[src/shared/vst_consts.vh]
// constants shared by the vlan stacking tagger and its output fifo
`ifndef VST_CONSTS_VH
`define VST_CONSTS_VH

// ----------------------------------------------------------------
// port stacking roles
// ----------------------------------------------------------------
`define VST_ROLE_NORMAL 2'h0
`define VST_ROLE_ACCESS 2'h1
`define VST_ROLE_TUNNEL 2'h2

// ----------------------------------------------------------------
// tag type values and the outer tag type table
// ----------------------------------------------------------------
`define VST_CUST_TPID 16'h8100
`define VST_TPID_RESET 16'h8100
`define VST_TPID_ENTRIES 6
`define VST_TPID_IDX_W 3

// ----------------------------------------------------------------
// byte offsets inside the frame header
// ----------------------------------------------------------------
`define VST_SA_END 5'h0c
`define VST_TYPE1_OFS 5'h0c
`define VST_TCI1_OFS 5'h0e
`define VST_TYPE2_OFS 5'h10
`define VST_INNER_OFS 5'h10
`define VST_TAG_LEN 5'h04
`define VST_HDR_LEN 5'h16
`define VST_HDR_OUT_BASE 5'h16

// ----------------------------------------------------------------
// tag control field layout, priority 0 lowest, 7 highest
// ----------------------------------------------------------------
`define VST_PRI_W 3
`define VST_VID_W 12
`define VST_DEI_VALUE 1'h0

// ----------------------------------------------------------------
// frame check sequence
// ----------------------------------------------------------------
`define VST_CRC_INIT 32'hffff_ffff
`define VST_CRC_POLY 32'hedb8_8320
`define VST_FCS_LAST 2'h3

// ----------------------------------------------------------------
// output buffer shape
// ----------------------------------------------------------------
`define VST_FIFO_DEPTH 16
`define VST_FIFO_WIDTH 9

`endif

[src/rtl/vst_fifo.v]
// synchronous byte fifo with a registered read stage
`timescale 1ns/1ps
module vst_fifo #(
    parameter WIDTH = 9,
    parameter DEPTH = 16,
    parameter AW = 4
) (
    input wire clk,                 // core clock
    input wire reset,               // synchronous, active high
    input wire [WIDTH-1:0] wr_data, // word to store
    input wire wr_valid,            // store request
    output wire wr_ready,           // room for one more word
    output wire [WIDTH-1:0] rd_data,// head word
    output wire rd_valid,           // head word present
    input wire rd_ready,            // sink takes head word
    output wire [AW:0] count        // words held in the array
);
    reg [WIDTH-1:0] mem [0:DEPTH-1];
    reg [AW-1:0] wr_ptr_reg;
    reg [AW-1:0] rd_ptr_reg;
    reg [AW:0] count_reg;
    reg [WIDTH-1:0] rd_data_reg;
    reg rd_valid_reg;
    wire push;
    wire pop;

    // full and empty from the held count
    assign wr_ready = (count_reg < DEPTH);
    assign push = wr_valid && wr_ready;
    assign pop = (count_reg != 0) && (!rd_valid_reg || rd_ready);
    assign rd_data = rd_data_reg;
    assign rd_valid = rd_valid_reg;
    assign count = count_reg;

    // array write
    always @(posedge clk) begin
        if (push) begin
            mem[wr_ptr_reg] <= wr_data;
        end
    end

    // pointers, count and the output stage
    always @(posedge clk) begin
        if (reset) begin
            wr_ptr_reg <= {AW{1'b0}};
            rd_ptr_reg <= {AW{1'b0}};
            count_reg <= {(AW+1){1'b0}};
            rd_data_reg <= {WIDTH{1'b0}};
            rd_valid_reg <= 1'b0;
        end else begin
            if (push) begin
                wr_ptr_reg <= wr_ptr_reg + 1'b1;
            end
            if (pop) begin
                rd_ptr_reg <= rd_ptr_reg + 1'b1;
                rd_data_reg <= mem[rd_ptr_reg];
                rd_valid_reg <= 1'b1;
            end else if (rd_ready) begin
                rd_valid_reg <= 1'b0;
            end
            if (push && !pop) begin
                count_reg <= count_reg + 1'b1;
            end else if (pop && !push) begin
                count_reg <= count_reg - 1'b1;
            end
        end
    end
endmodule

[src/rtl/vst_tagger.v]
// vlan stacking tagger: classifies, tags or strips and re-checksums one frame path
// Overview of operation
// - each port holds one role: normal, customer access, or provider tunnel
// - tunnel egress sends every frame with outer service tag, vid and priority
// - tunnel ingress takes double, single or untagged frames, all keyed on a service vid
// - access ingress takes only single customer tagged or untagged frames
// - access egress inserts no service tag; frames leave with whatever tags ingress kept
// - normal ports switch single tagged frames and drop double tagged ones
// - access ingress frames count as untagged so the outer tag goes ahead
// - every tag is type identifier, then priority, then vlan identifier
// - customer tag type is 0x8100; outer tag type is configurable, e.g. 0x9100
// - tunnel egress outer tag uses the configured outer tag type value
// - priority 0 is lowest and 7 is highest
// - outer tag holds service vid, inner holds customer vid, outer follows source address
// - ingress provider edge inserts the outer service tag
// - destination provider edge removes the outer tag toward the customer
// - forwarding uses destination address and vid like any physical port frame
// - double tagged frames switch on service vid; membership covers tunnel and access ports
// - tunnel ports are tagged members, access ports untagged members of service vlan
// - each tunnel port picks its outer tag type from a six entry table
`timescale 1ns/1ps
`include "vst_consts.vh"
module vst_tagger #(
    parameter FIFO_DEPTH = `VST_FIFO_DEPTH,
    parameter FIFO_AW = 4
) (
    input wire clk,                                   // core clock
    input wire reset,                                 // synchronous, active high
    input wire [1:0] in_role,                         // stacking role of ingress port
    input wire [1:0] out_role,                        // stacking role of egress port
    input wire [`VST_TPID_IDX_W-1:0] in_tpid_index,   // outer type table entry, ingress port
    input wire [`VST_TPID_IDX_W-1:0] out_tpid_index,  // outer type table entry, egress port
    input wire [`VST_VID_W-1:0] port_vid,             // default vid of ingress port
    input wire [`VST_VID_W-1:0] service_vlan_id,      // service vid of ingress port
    input wire [`VST_PRI_W-1:0] service_pri,          // service priority of ingress port
    input wire egress_member,                         // egress port is member of the forwarding vlan
    input wire tpid_wr,                               // write pulse for the type table
    input wire [`VST_TPID_IDX_W-1:0] tpid_wr_index,   // table entry to write, 1 to 5
    input wire [15:0] tpid_wr_value,                  // new outer tag type value
    input wire [7:0] in_data,                         // frame byte, no check sequence
    input wire in_valid,                              // frame byte present
    input wire in_last,                               // last byte of frame
    output wire in_ready,                             // byte taken this cycle
    output wire [7:0] out_data,                       // rebuilt frame byte
    output wire out_valid,                            // rebuilt byte present
    output wire out_last,                             // last check sequence byte
    input wire out_ready,                             // sink takes byte
    output wire fwd_valid,                            // forwarding key pulse
    output wire [47:0] fwd_da,                        // destination address
    output wire [`VST_VID_W-1:0] fwd_vid,             // vid used for the lookup
    output wire [`VST_PRI_W-1:0] fwd_pri,             // priority of the frame
    output wire fwd_double,                           // frame was stacked
    output wire drop_pulse                            // frame discarded
);
    // ----------------------------------------------------------------
    // states
    // ----------------------------------------------------------------
    localparam [5:0] S_CAP = 6'h01;
    localparam [5:0] S_DECIDE = 6'h02;
    localparam [5:0] S_EMIT = 6'h04;
    localparam [5:0] S_BODY = 6'h08;
    localparam [5:0] S_FCS = 6'h10;
    localparam [5:0] S_DROP = 6'h20;

    // ----------------------------------------------------------------
    // functions
    // ----------------------------------------------------------------
    // one byte of the reflected crc32
    function [31:0] vst_crc_byte;
        input [31:0] crc;
        input [7:0] data;
        integer i;
        reg [31:0] r;
        begin
            r = crc ^ {24'h0000_00, data};
            for (i = 0; i < 8; i = i + 1) begin
                r = r[0] ? ((r >> 1) ^ `VST_CRC_POLY) : (r >> 1);
            end
            vst_crc_byte = r;
        end
    endfunction

    // byte k of a tag: type high, type low, priority and vid high, vid low
    function [7:0] vst_tag_byte;
        input [15:0] tpid;
        input [`VST_PRI_W-1:0] pri;
        input [`VST_VID_W-1:0] vid;
        input [1:0] k;
        begin
            case (k)
                2'h0: vst_tag_byte = tpid[15:8];
                2'h1: vst_tag_byte = tpid[7:0];
                2'h2: vst_tag_byte = {pri, `VST_DEI_VALUE, vid[11:8]};
                default: vst_tag_byte = vid[7:0];
            endcase
        end
    endfunction

    // ----------------------------------------------------------------
    // storage
    // ----------------------------------------------------------------
    reg [15:0] tpid_tab [0:`VST_TPID_ENTRIES-1];
    reg [7:0] hdr [0:`VST_HDR_LEN-1];
    reg [5:0] state_reg;
    reg [5:0] state_next;
    reg [4:0] cap_cnt_reg;
    reg hdr_last_reg;
    reg [4:0] emit_pos_reg;
    reg [4:0] emit_len_reg;
    reg [4:0] keep_reg;
    reg ins_reg;
    reg [15:0] out_tpid_reg;
    reg [`VST_VID_W-1:0] svc_vid_reg;
    reg [`VST_PRI_W-1:0] svc_pri_reg;
    reg [31:0] crc_reg;
    reg [1:0] fcs_cnt_reg;
    reg in_ready_reg;
    reg fwd_valid_reg;
    reg [47:0] fwd_da_reg;
    reg [`VST_VID_W-1:0] fwd_vid_reg;
    reg [`VST_PRI_W-1:0] fwd_pri_reg;
    reg fwd_double_reg;
    reg drop_reg;
    integer t;

    // ----------------------------------------------------------------
    // outer tag type table
    // ----------------------------------------------------------------
    // entry 0 stays the customer type, the rest are writable
    always @(posedge clk) begin
        if (reset) begin
            for (t = 0; t < `VST_TPID_ENTRIES; t = t + 1) begin
                tpid_tab[t] <= `VST_TPID_RESET;
            end
        end else if (tpid_wr && tpid_wr_index != 0 && tpid_wr_index < `VST_TPID_ENTRIES) begin
            tpid_tab[tpid_wr_index] <= tpid_wr_value;
        end
    end

    // ----------------------------------------------------------------
    // header classification
    // ----------------------------------------------------------------
    wire [15:0] type1 = {hdr[`VST_TYPE1_OFS], hdr[`VST_TYPE1_OFS+1]};
    wire [15:0] type2 = {hdr[`VST_TYPE2_OFS], hdr[`VST_TYPE2_OFS+1]};
    wire [15:0] in_tpid = (in_tpid_index < `VST_TPID_ENTRIES) ? tpid_tab[in_tpid_index] : `VST_CUST_TPID;
    wire [15:0] out_tpid = (out_tpid_index < `VST_TPID_ENTRIES) ? tpid_tab[out_tpid_index] : `VST_CUST_TPID;
    // first tag fields: type, priority, vid
    wire [`VST_PRI_W-1:0] pri1 = hdr[`VST_TCI1_OFS][7:5];
    wire [`VST_VID_W-1:0] vid1 = {hdr[`VST_TCI1_OFS][3:0], hdr[`VST_TCI1_OFS+1]};
    wire cust1 = (type1 == `VST_CUST_TPID);
    wire outer1 = (type1 == in_tpid);
    wire tag1 = cust1 || outer1;
    wire tag2 = tag1 && (type2 == `VST_CUST_TPID || type2 == in_tpid);
    // leading tag is a service tag
    wire in_svc = tag2 || (outer1 && !cust1);
    wire role_access = (in_role == `VST_ROLE_ACCESS);
    wire role_tunnel = (in_role == `VST_ROLE_TUNNEL);
    wire stacked = role_access || role_tunnel;
    wire strip = role_tunnel && in_svc;

    reg drop_c;
    reg [`VST_VID_W-1:0] key_vid_c;
    reg [`VST_PRI_W-1:0] key_pri_c;

    // acceptance and lookup key per ingress role
    always @* begin
        drop_c = !egress_member;
        key_vid_c = tag1 ? vid1 : port_vid;
        key_pri_c = tag1 ? pri1 : service_pri;
        case (in_role)
            `VST_ROLE_ACCESS: begin
                // customer frames are untagged for stacking, port service tag applies
                if (tag2 || (tag1 && !cust1)) drop_c = 1'b1;
                key_vid_c = service_vlan_id;
                key_pri_c = service_pri;
            end
            `VST_ROLE_TUNNEL: begin
                // every tag shape is taken, service tag comes from frame or port
                key_vid_c = in_svc ? vid1 : service_vlan_id;
                key_pri_c = in_svc ? pri1 : service_pri;
            end
            default: if (tag2) drop_c = 1'b1;
        endcase
    end

    // ----------------------------------------------------------------
    // output buffer
    // ----------------------------------------------------------------
    reg [7:0] wr_byte_c;
    reg wr_last_c;
    reg wr_valid_c;
    wire fifo_wr_ready;
    wire [FIFO_AW:0] fifo_count;
    wire [`VST_FIFO_WIDTH-1:0] fifo_rd_data;
    wire in_take = in_valid && in_ready_reg;

    vst_fifo #(
        .WIDTH(`VST_FIFO_WIDTH),
        .DEPTH(FIFO_DEPTH),
        .AW(FIFO_AW)
    ) u_fifo (
        .clk(clk),
        .reset(reset),
        .wr_data({wr_last_c, wr_byte_c}),
        .wr_valid(wr_valid_c),
        .wr_ready(fifo_wr_ready),
        .rd_data(fifo_rd_data),
        .rd_valid(out_valid),
        .rd_ready(out_ready),
        .count(fifo_count)
    );

    assign out_data = fifo_rd_data[7:0];
    assign out_last = fifo_rd_data[8];

    // ----------------------------------------------------------------
    // rebuilt header byte selection
    // ----------------------------------------------------------------
    wire [4:0] ins_len = ins_reg ? `VST_TAG_LEN : 5'h00;
    wire [4:0] src_idx = emit_pos_reg + keep_reg - `VST_SA_END - ins_len;
    wire [4:0] tag_k = emit_pos_reg - `VST_SA_END;
    reg [7:0] hdr_byte_c;

    // addresses, then the outer tag right after the source address, then the kept bytes
    always @* begin
        if (emit_pos_reg < `VST_SA_END) begin
            hdr_byte_c = hdr[emit_pos_reg];
        end else if (ins_reg && emit_pos_reg < `VST_SA_END + `VST_TAG_LEN) begin
            hdr_byte_c = vst_tag_byte(out_tpid_reg, svc_pri_reg, svc_vid_reg, tag_k[1:0]);
        end else begin
            hdr_byte_c = hdr[src_idx];
        end
    end

    // ----------------------------------------------------------------
    // buffer write port
    // ----------------------------------------------------------------
    wire [31:0] fcs_word = ~crc_reg;

    always @* begin
        wr_valid_c = 1'b0;
        wr_byte_c = 8'h00;
        wr_last_c = 1'b0;
        case (state_reg)
            S_EMIT: begin
                wr_valid_c = 1'b1;
                wr_byte_c = hdr_byte_c;
            end
            S_BODY: begin
                wr_valid_c = in_take;
                wr_byte_c = in_data;
            end
            S_FCS: begin
                // check sequence leaves low byte first
                wr_valid_c = 1'b1;
                wr_byte_c = fcs_word[8*fcs_cnt_reg +: 8];
                wr_last_c = (fcs_cnt_reg == `VST_FCS_LAST);
            end
            default: wr_valid_c = 1'b0;
        endcase
    end

    wire wr_go = wr_valid_c && fifo_wr_ready;

    // ----------------------------------------------------------------
    // frame sequencer
    // ----------------------------------------------------------------
    always @* begin
        state_next = state_reg;
        case (state_reg)
            S_CAP: if (in_take && cap_cnt_reg == `VST_HDR_LEN - 1) state_next = S_DECIDE;
            S_DECIDE: state_next = drop_c ? (hdr_last_reg ? S_CAP : S_DROP) : S_EMIT;
            S_EMIT: if (wr_go && emit_pos_reg == emit_len_reg - 1'b1) state_next = hdr_last_reg ? S_FCS : S_BODY;
            S_BODY: if (wr_go && in_last) state_next = S_FCS;
            S_FCS: if (wr_go && fcs_cnt_reg == `VST_FCS_LAST) state_next = S_CAP;
            S_DROP: if (in_take && in_last) state_next = S_CAP;
            default: state_next = S_CAP;
        endcase
    end

    // input is ready with room for one byte already in flight
    wire body_room = (fifo_count < FIFO_DEPTH - 2);

    // state, header capture, emit counters and checksum
    always @(posedge clk) begin
        if (reset) begin
            state_reg <= S_CAP;
            cap_cnt_reg <= 5'h00;
            hdr_last_reg <= 1'b0;
            emit_pos_reg <= 5'h00;
            emit_len_reg <= 5'h00;
            keep_reg <= `VST_SA_END;
            ins_reg <= 1'b0;
            out_tpid_reg <= `VST_CUST_TPID;
            svc_vid_reg <= {`VST_VID_W{1'b0}};
            svc_pri_reg <= {`VST_PRI_W{1'b0}};
            crc_reg <= `VST_CRC_INIT;
            fcs_cnt_reg <= 2'h0;
            in_ready_reg <= 1'b0;
        end else begin
            state_reg <= state_next;
            in_ready_reg <= (state_next == S_CAP) || (state_next == S_DROP) || (state_next == S_BODY && body_room);
            // header capture, runt frames end in the capture state and vanish
            if (state_reg == S_CAP && in_take) begin
                hdr[cap_cnt_reg] <= in_data;
                hdr_last_reg <= in_last;
                cap_cnt_reg <= (in_last || cap_cnt_reg == `VST_HDR_LEN - 1) ? 5'h00 : cap_cnt_reg + 1'b1;
            end
            if (state_reg == S_DECIDE) begin
                // tunnel egress inserts, other egress roles insert no service tag
                ins_reg <= (out_role == `VST_ROLE_TUNNEL);
                keep_reg <= strip ? `VST_INNER_OFS : `VST_SA_END;
                emit_len_reg <= `VST_HDR_OUT_BASE - (strip ? `VST_TAG_LEN : 5'h00)
                    + ((out_role == `VST_ROLE_TUNNEL) ? `VST_TAG_LEN : 5'h00);
                out_tpid_reg <= out_tpid;
                svc_vid_reg <= key_vid_c;
                svc_pri_reg <= key_pri_c;
                emit_pos_reg <= 5'h00;
                crc_reg <= `VST_CRC_INIT;
                fcs_cnt_reg <= 2'h0;
            end
            // checksum runs over every rebuilt byte ahead of the check sequence
            if (wr_go && state_reg != S_FCS) begin
                crc_reg <= vst_crc_byte(crc_reg, wr_byte_c);
            end
            if (wr_go && state_reg == S_EMIT) begin
                emit_pos_reg <= emit_pos_reg + 1'b1;
            end
            if (wr_go && state_reg == S_FCS) begin
                fcs_cnt_reg <= fcs_cnt_reg + 1'b1;
            end
        end
    end

    // ----------------------------------------------------------------
    // forwarding key and drop report
    // ----------------------------------------------------------------
    // one pulse per classified frame, key is address plus service or customer vid
    always @(posedge clk) begin
        if (reset) begin
            fwd_valid_reg <= 1'b0;
            fwd_da_reg <= 48'h0000_0000_0000;
            fwd_vid_reg <= {`VST_VID_W{1'b0}};
            fwd_pri_reg <= {`VST_PRI_W{1'b0}};
            fwd_double_reg <= 1'b0;
            drop_reg <= 1'b0;
        end else begin
            fwd_valid_reg <= (state_reg == S_DECIDE) && !drop_c;
            drop_reg <= (state_reg == S_DECIDE) && drop_c;
            if (state_reg == S_DECIDE) begin
                fwd_da_reg <= {hdr[0], hdr[1], hdr[2], hdr[3], hdr[4], hdr[5]};
                fwd_vid_reg <= key_vid_c;
                fwd_pri_reg <= key_pri_c;
                fwd_double_reg <= stacked;
            end
        end
    end

    assign in_ready = in_ready_reg;
    assign fwd_valid = fwd_valid_reg;
    assign fwd_da = fwd_da_reg;
    assign fwd_vid = fwd_vid_reg;
    assign fwd_pri = fwd_pri_reg;
    assign fwd_double = fwd_double_reg;
    assign drop_pulse = drop_reg;
endmodule

[config.mk]
export PLATFORM = sky130hd
export DESIGN_NAME = vst_tagger
export DESIGN_NICKNAME = d
export VERILOG_FILES = /design/src/rtl/vst_fifo.v /design/src/rtl/vst_tagger.v
export VERILOG_INCLUDE_DIRS = /design/src /design/src/shared
export SDC_FILE = /design/constraint.sdc
export NUM_CORES = 1
export LEC_CHECK = 0
export ABC_AREA = 1
export BUFFER_PORTS_ARGS = -buffer_cell sky130_fd_sc_hd__buf_4
export CAP_MARGIN = 10
export CELL_PAD_IN_SITES_DETAIL_PLACEMENT = 1
export CELL_PAD_IN_SITES_GLOBAL_PLACEMENT = 2
export CORE_MARGIN = 4
export CORE_UTILIZATION = 38
export DETAILED_ROUTE_END_ITERATION = 10
export GPL_TIMING_DRIVEN = 0
export PLACE_DENSITY_LB_ADDON = 0.1
export SYNTH_ARGS = -nofsm -noshare
export SYNTH_HDL_FRONTEND = slang
export SYNTH_SLANG_ARGS = --single-unit
[constraint.sdc]
create_clock -name clk -period 5.4 [get_ports clk]
set_clock_uncertainty 0.1 [all_clocks]
set_input_delay 0.54 -clock clk [delete_from_list [all_inputs] [get_ports clk]]
set_output_delay 0.54 -clock clk [all_outputs]
set_load 0.05 [all_outputs]
**Yosys cells after proc, flatten, opt, wreduce, memory -nomap -nowiden**

Memory sizes are Yosys's and may differ from the RTL's. A register that Yosys moved wholly into a read port is not among the register bits.
Index checks and enable logic that the tools add are counted.

- Memories: 3
- Register bits after elaboration: 111
- Bits of input ports: 71
- Output and inout port bits: 77
- Bits in writable memories: 416
- Word-level logic and storage cells: 190

Memory list:

| name | depth | bits a word | rd ports | clocked after memory_dff | wr ports | line | text |
|---|---|---|---|---|---|---|---|
| hdr | 22 | 8 | 14 | 7 | 1 | vst_tagger.v:103 | `` reg [7:0] hdr [0:`VST_HDR_LEN-1]; `` |
| u_fifo.mem | 16 | 9 | 1 | 1 | 1 | vst_fifo.v:18 | `reg [WIDTH-1:0] mem [0:DEPTH-1];` |
| tpid_tab | 6 | 16 | 2 | 0 | 6 | vst_tagger.v:102 | `` reg [15:0] tpid_tab [0:`VST_TPID_ENTRIES-1]; `` |

- Add/subtract/negate cells: 14
- Equality and inequality tests: 22
- Bitwise operators: 10
- Shifts and indexed selects: 1
- Mux-type cells: 64
- $lt $le $gt $ge: 7
- Reductions and logical operators: 49

Operators by type and width:

| operator | count |
|---|---|
| 2-to-1 mux 32 bit | 10 |
| inverter 13 -> 14 bit | 8 |
| 2-to-1 mux 16 bit | 3 |
| case mux 8 bit (3 select lines) | 2 |
| 2-to-1 mux 5 bit | 9 |
| 2-to-1 mux 6 bit | 7 |
| case mux 6 bit (6 select lines) | 1 |
| == test 16 bit | 2 |
| == test 16 bit, second input constant | 2 |
| inverter 32 bit | 1 |
| indexed part select 32 x 6 -> 8 bit | 1 |
| bitwise XOR 32 x 8 -> 32 bit | 1 |
| logical AND 1 bit | 24 |
| 2-to-1 mux 12 bit | 2 |
| case mux 12 bit (2 select lines) | 1 |
| 2-to-1 mux 3 bit | 6 |
| 2-to-1 mux 1 bit | 16 |
| 2-to-1 mux 8 bit | 2 |
| OR reduction 16 bit | 1 |
| adder 5 x 1 -> 5 bit, second input constant | 3 |
| == test 6 x 1 -> 1 bit, second input constant | 2 |
| == test 6 x 4 -> 1 bit, second input constant | 2 |
| == test 6 bit, second input constant | 2 |
| less-than comparator 5 x 4 -> 1 bit, second input constant | 2 |
| other kinds (29) | 57 |

**Logic depth before layout (Yosys ltp)**

An unclocked memory read counts as a cell.

- Word-level depth: 25
- Gate-level depth with buffers: 34
- Mapped depth without buffers: 31

**Modules after synthesis**

Synthesis repeated with hierarchy kept, for this count alone.

- Cells, all modules: 3952
- Area, all modules: 32318.5 µm²

Modules (own cells, without submodules):

| module | seq. area each (µm²) | area an instance (µm²) | times used | cells each |
|---|---|---|---|---|
| vst_tagger | 12411.9 | 25051.5 | 1 | 3222 |
| vst_fifo | 4784.6 | 7267.0 | 1 | 730 |

**Worst setup path after synthesis**

Ideal clock, no wire load.

- Path type: register to register
- From: register emit_pos_reg[1]
- To: register crc_reg[27]
- Clock period less this slack: 4.168 ns
- Path buffers: 4
- Cell stages (with the launch flop): 30
- Arrival: 3.943 ns
- Setup time: 0.126 ns
- Path slack: 1.232 ns
- Data required time: 5.174 ns
- Path through: dfxtp_1 -> buf_4 -> inv_2 -> buf_4 -> buf_2 -> fa_1 -> inv_1 -> ha_1 -> inv_1 -> fa_1 -> clkbuf_1 -> inv_1 -> nand3_1 -> nand3_1 -> nand2_1 -> nand2_1 -> nand2_1 -> nand2_1 -> nand2_1 -> nand2_1 -> nand2_4 -> nand2_1 -> nand2_2 -> nand2_1 -> nand2_2 -> inv_2 -> nand2_1 -> nand3_1 -> o21ai_1 -> nand2_1

- Cells in the longest elaborated chain, start to end: 20
- Elaborated cells on any way between the ends: 29
- Those cells by class: 4 x add/sub; 2 x order compare; 2 x eq/ne; 13 x mux; 5 x bitwise; 2 x reduce/logical; 1 x memory

RTL lines:

| item | line | text |
|---|---|---|
| start, declared | vst_tagger.v:108 | `reg [4:0] emit_pos_reg;` |
| start signal, assigned | vst_tagger.v:327 | `emit_pos_reg <= emit_pos_reg + 1'b1;` |
| adder 5 bit | vst_tagger.v:220 | `` wire [4:0] src_idx = emit_pos_reg + keep_reg - `VST_SA_END - ins_len; `` |
| subtractor 5 x 4 -> 5 bit (no line) | -- |  |
| subtractor 5 x 3 -> 5 bit | vst_tagger.v:220 |  |
| memory (22 x 8 bit) | -- |  |
| 2-to-1 mux 8 bit | vst_tagger.v:228 | `` end else if (ins_reg && emit_pos_reg < `VST_SA_END + `VST_TAG_LEN) begin `` |
| 2-to-1 mux 8 bit (*) | vst_tagger.v:226 | `` if (emit_pos_reg < `VST_SA_END) begin `` |
| case mux 8 bit (3 select lines) (*) | vst_tagger.v:244 | `case (state_reg)` |
| via u_fifo.wr_data[3] | vst_fifo.v:10 | `input wire [WIDTH-1:0] wr_data,` |
| bitwise XOR 32 x 8 -> 32 bit (*) | vst_tagger.v:75 | `r = crc ^ {24'h0000_00, data};` |
| 2-to-1 mux 32 bit (*) (4 in a row) | vst_tagger.v:77 | `` r = r[0] ? ((r >> 1) ^ `VST_CRC_POLY) : (r >> 1); `` |
| inverter 13 -> 14 bit (no line) | -- |  |
| 2-to-1 mux 32 bit (*) | vst_tagger.v:77 |  |
| inverter 13 -> 14 bit (no line) | -- |  |
| 2-to-1 mux 32 bit (*) (2 in a row) | vst_tagger.v:77 |  |
| inverter 13 -> 14 bit (no line) | -- |  |
| 2-to-1 mux 32 bit (*) | vst_tagger.v:77 |  |
| 2-to-1 mux 32 bit (*) | vst_tagger.v:323 | `if (wr_go && state_reg != S_FCS) begin` |
| end signal, assigned | vst_tagger.v:297 | `` crc_reg <= `VST_CRC_INIT; `` |
| end signal, assigned | vst_tagger.v:319 | `` crc_reg <= `VST_CRC_INIT; `` |
| end signal, assigned | vst_tagger.v:324 | `crc_reg <= vst_crc_byte(crc_reg, wr_byte_c);` |
| end, declared | vst_tagger.v:115 | `reg [31:0] crc_reg;` |

The timed path passes the listed nets; every way through them passes the cells marked *.
A chain may end at the register's enable or synchronous reset.

**Worst setup path after layout**

- From: register emit_pos_reg[1]
- To: register crc_reg[26]

- Cells in the longest elaborated chain, start to end: 21
- Elaborated cells on any way between the ends: 31
- Those cells by class: 4 x add/sub; 2 x order compare; 2 x eq/ne; 13 x mux; 7 x bitwise; 2 x reduce/logical; 1 x memory

RTL lines:

| item | line |
|---|---|
| adder 5 bit | vst_tagger.v:220 |
| subtractor 5 x 4 -> 5 bit (no line) | -- |
| subtractor 5 x 3 -> 5 bit | vst_tagger.v:220 |
| memory (22 x 8 bit) | -- |
| 2-to-1 mux 8 bit | vst_tagger.v:228 |
| 2-to-1 mux 8 bit (*) | vst_tagger.v:226 |
| case mux 8 bit (3 select lines) (*) | vst_tagger.v:244 |
| bitwise XOR 32 x 8 -> 32 bit (*) | vst_tagger.v:75 |
| (+4 left out) | -- |
| 2-to-1 mux 32 bit (*) | vst_tagger.v:77 |
| inverter 13 -> 14 bit (no line) | -- |
| 2-to-1 mux 32 bit (*) (2 in a row) | vst_tagger.v:77 |
| inverter 13 -> 14 bit (no line) | -- |
| 2-to-1 mux 32 bit (*) | vst_tagger.v:77 |
| inverter 13 -> 14 bit (no line) | -- |
| 2-to-1 mux 32 bit (*) | vst_tagger.v:77 |
| 2-to-1 mux 32 bit (*) | vst_tagger.v:323 |

Every way passes the cells marked *; elsewhere a longest branch is shown, timed or not.

==> results.py <==
metrics = {
    "floorplan": {
        "die_y_um": 296,
        "core_area_um2": 82100,
        "rows": 105,
        "die_x_um": 296,
        "die-area_um2": 87600,
        "num_io_pins": 148,
        "initial_core_util_pct": 38.4,
    },
    "yosys": {
        "synth.area.top_cells": "edfxtp_1 44%, nand2_1 12%, dfxtp_1 11%",
        "netlist.area_leader.share_pct": 43.8,
        "async_flop_share_pct": 0,
        "ys_seq_area_share_pct": 54.5,
        "yosys.area_share.simple_pct": 24.2,
        "syn_inst": 3724,
        "synth_edf_count": 460,
        "yosys_warnings": 0,
        "synthAdderAreaFrac_pct": 1.26,
        "synth-seq-cells": 629,
        "synth_xor_area_share_pct": 1.33,
        "synth_top_family_by_area": "simple AND/OR/NAND/NOR gates",
        "synth_mux_area_share_pct": 0,
        "netlist_top_cells_count": "1008 x nand2_1, 460 x edfxtp_1, 413 x nand3_1",
        "syn_avg_cell_area_um2": 8.47,
        "netlist_area_um2": 31500,
        "synth_top_area_cell": "edfxtp_1",
        "yosysMostFrequentCell": "nand2_1",
        "synth_flop_cell": "edfxtp_1",
        "synth_compound_area_share_pct": 11.9,
        "synthDistinctLibCells": 51,
    },
    "final_layout": {
        "reg_top3": "hdr (192), u_fifo.mem (144), tpid_tab (124)",
        "fin_area_um2": 36800,
        "fin_nets": 4100,
        "drive_gt1_share_pct": 10.7,
        "largest_reg_flops": 192,
        "largest_register": "hdr",
        "finalNonFillerCells": 5127,
        "area_growth_pct": 16.8,
        "fin_util_pct": 44.8,
    },
    "clocking": {
        "cts-root-buf": "clkbuf_16",
        "cts_tree": "done",
        "max-clock-path-buffers": 3,
        "cts_buffers": 74,
        "clkTransAtPathRegs_ns": 0.06,
        "cts_htree_levels": 3,
        "clock_latency_ns": 0.65,
        "cts_hold_buf": 0,
        "cts_sinks": 629,
    },
    "power_and_ir_drop": {
        "power_frac_comb_pct": 12.5,
        "power_frac_clock_pct": 43.0,
        "power_frac_seq_pct": 44.6,
        "switchingPower_mw": 3.43,
        "p_per_area_nw_per_um2": 327,
        "switching_share_pct": 28.5,
        "worst_ir_drop_vdd_uv": 201,
        "internal_power_mw": 8.61,
        "p_leak_nw": 14.4,
        "finalPower_mw": 12.0,
    },
    "placement": {
        "pre_cts_ws_ns": -1.12,
        "dpl_cell_area_um2": 34100,
        "portBuffers": 145,
        "hpwl_mm": 102,
        "place_inst": 4984,
        "routabilityCongestion": 0.963,
    },
    "timing": {
        "fin_crit_ns": 5.26,
        "whs_ns": 0.0734,
        "worst_slack_ns": 0.143,
        "fin_setup_tns_ns": 0,
        "slew_headroom_pct": 15.2,
        "slew_violations": 0,
        "fmax_ghz": 0.190,
        "finalHoldViolations": 0,
        "final_min_period_over_clock_period_pct": 97.4,
        "setup_viol": 0,
        "tightest_slew_ns": 1.27,
    },
    "grt": {
        "grt_usage_pct": 31.3,
        "antenna_found_initial": 5,
        "grt_max_degree": 26,
        "grt_pass1_wl_mm": 200,
        "grt_pass1_vias": 28785,
        "grt_overflow": 0,
    },
    "worst_setup_path": {
        "cp_slowest_stage_delay_ns": 0.58,
        "r2r_slack_ns": 0.14,
        "r2r-start": "emit_pos_reg[1]",
        "critPathRequiredTime_ns": 5.81,
        "crit_path_start_kind": "flip-flop",
        "cp-end-kind": "flip-flop",
        "criticalPathCategory": "flip-flop to flip-flop",
        "r2r_cells": 25,
        "path_buf_inv": 7,
        "cp_slowest_cell": "fa_1",
        "critPathArrivalTime_ns": 5.67,
        "critPathMaxFanout": 22,
        "path_common_cell": "nand2_1",
        "critPathTopFamily": "simple AND/OR/NAND/NOR gates",
        "reg2reg_to": "crc_reg[26]",
    },
    "route": {
        "drc_errors": 0,
        "dr_total_vias": 29001,
        "drt_first_pass_iters": 6,
        "wirelength_mm": 139,
        "vias_per_cell": 5.66,
        "wire_per_inst_um": 27.1,
        "drt-initial-drc-count": 2947,
        "antenna_left": 0,
    },
    "outcome": {
        "status": "completed",
    },
    "job": {
        "cap_viol_max_count": 0,
    },
    "hold_path": {
        "hp-class": "input pin to flip-flop",
        "min_path_cells": 4,
        "holdPathEnd": "u_fifo.rd_valid",
        "min_from": "out_ready",
    },
}
==> cells by family (layout without fill, tap and decap cells) <==
kind of cell | Yosys count | count (layout)
AND/OR/NAND/NOR | 1847 | 1847
AO/OA/AOI/OAI | 679 | 679
flip-flops | 629 | 629
buffers and inverters | 489 | 779
XOR/XNOR | 48 | 48
adder cells (fa/ha/maj) | 30 | 30
other | 2 | 45
==> area by class of cell <==
cell class                 count  area [um^2]
clock buffer                 103         2090
antenna                        1         2.50
tap                         1070         1340
sequential                   629        17200
buffer                       212         1070
clock inverter                30          384
multi-input combinational   2648        12500
fill                        9741        45300
inverter                     275         1040
timing repair buffer         159         1200
==> how the worst max path moves through the flow <==
stage / startpoint / endpoint / slack (ns) / cells past startpoint
global placement: emit_pos_reg[1] / crc_reg[26] / -1.08 / 27
CTS: emit_pos_reg[1] / crc_reg[18] / 0.02 / 26
detailed placement: emit_pos_reg[1] / crc_reg[26] / -1.12 / 27
floorplan: emit_pos_reg[1] / crc_reg[27] / 1.23 / 29
finish: emit_pos_reg[1] / crc_reg[26] / 0.14 / 25
global route: emit_pos_reg[1] / crc_reg[18] / -0.002 / 29
==> timing repair <==
action                     4_1_cts  5_1_grt
cloned                           0        0
setup endpoints to repair       47       25
buffers inserted                 2        7
pin swaps                        2        6
gates resized for setup         19       12
==> tightest hold or removal path: cells and delay by family <==
kind | cells | cell delay [ns]
AOI/OAI and AO/OA | 1 | 0.07
buffers and inverters | 2 | 0.11
and+or+nand+nor | 1 | 0.06
==> layout by cell type, fill, tap and decap left out, types with 39 or more instances in the layout <==
cell type	instances
dfxtp_1	169
conb_1	44
xor2_1	39
o211ai_1	43
buf_4	182
buf_2	59
edfxtp_1	460
nand2_1	997
nor2_1	357
inv_1	259
o21ai_0	290
nand3_1	413
a21oi_1	236
clkbuf_16	75
clkbuf_1	117
==> power groups by stage <==
stage | Clock (mW) | Sequential, mW | Combinational (mW)
floorplan | 0 | 5.56 | 0.742
global placement | 0 | 5.47 | 1.46
detailed placement | 0 | 5.47 | 1.48
CTS | 5.24 | 5.37 | 1.49
global route | 5.44 | 5.38 | 1.63
finish | 5.17 | 5.37 | 1.50
==> metal layers <==
layer	vias up	part of all wire (%)	track usage, %
li1	13118	-	-
met1	14516	44	44.1
met2	1144	45	49.5
met3	223	7.5	5.43
met4	0	3.2	9.38
met5	-	0	0
Power figures use the tool's default switching activity.
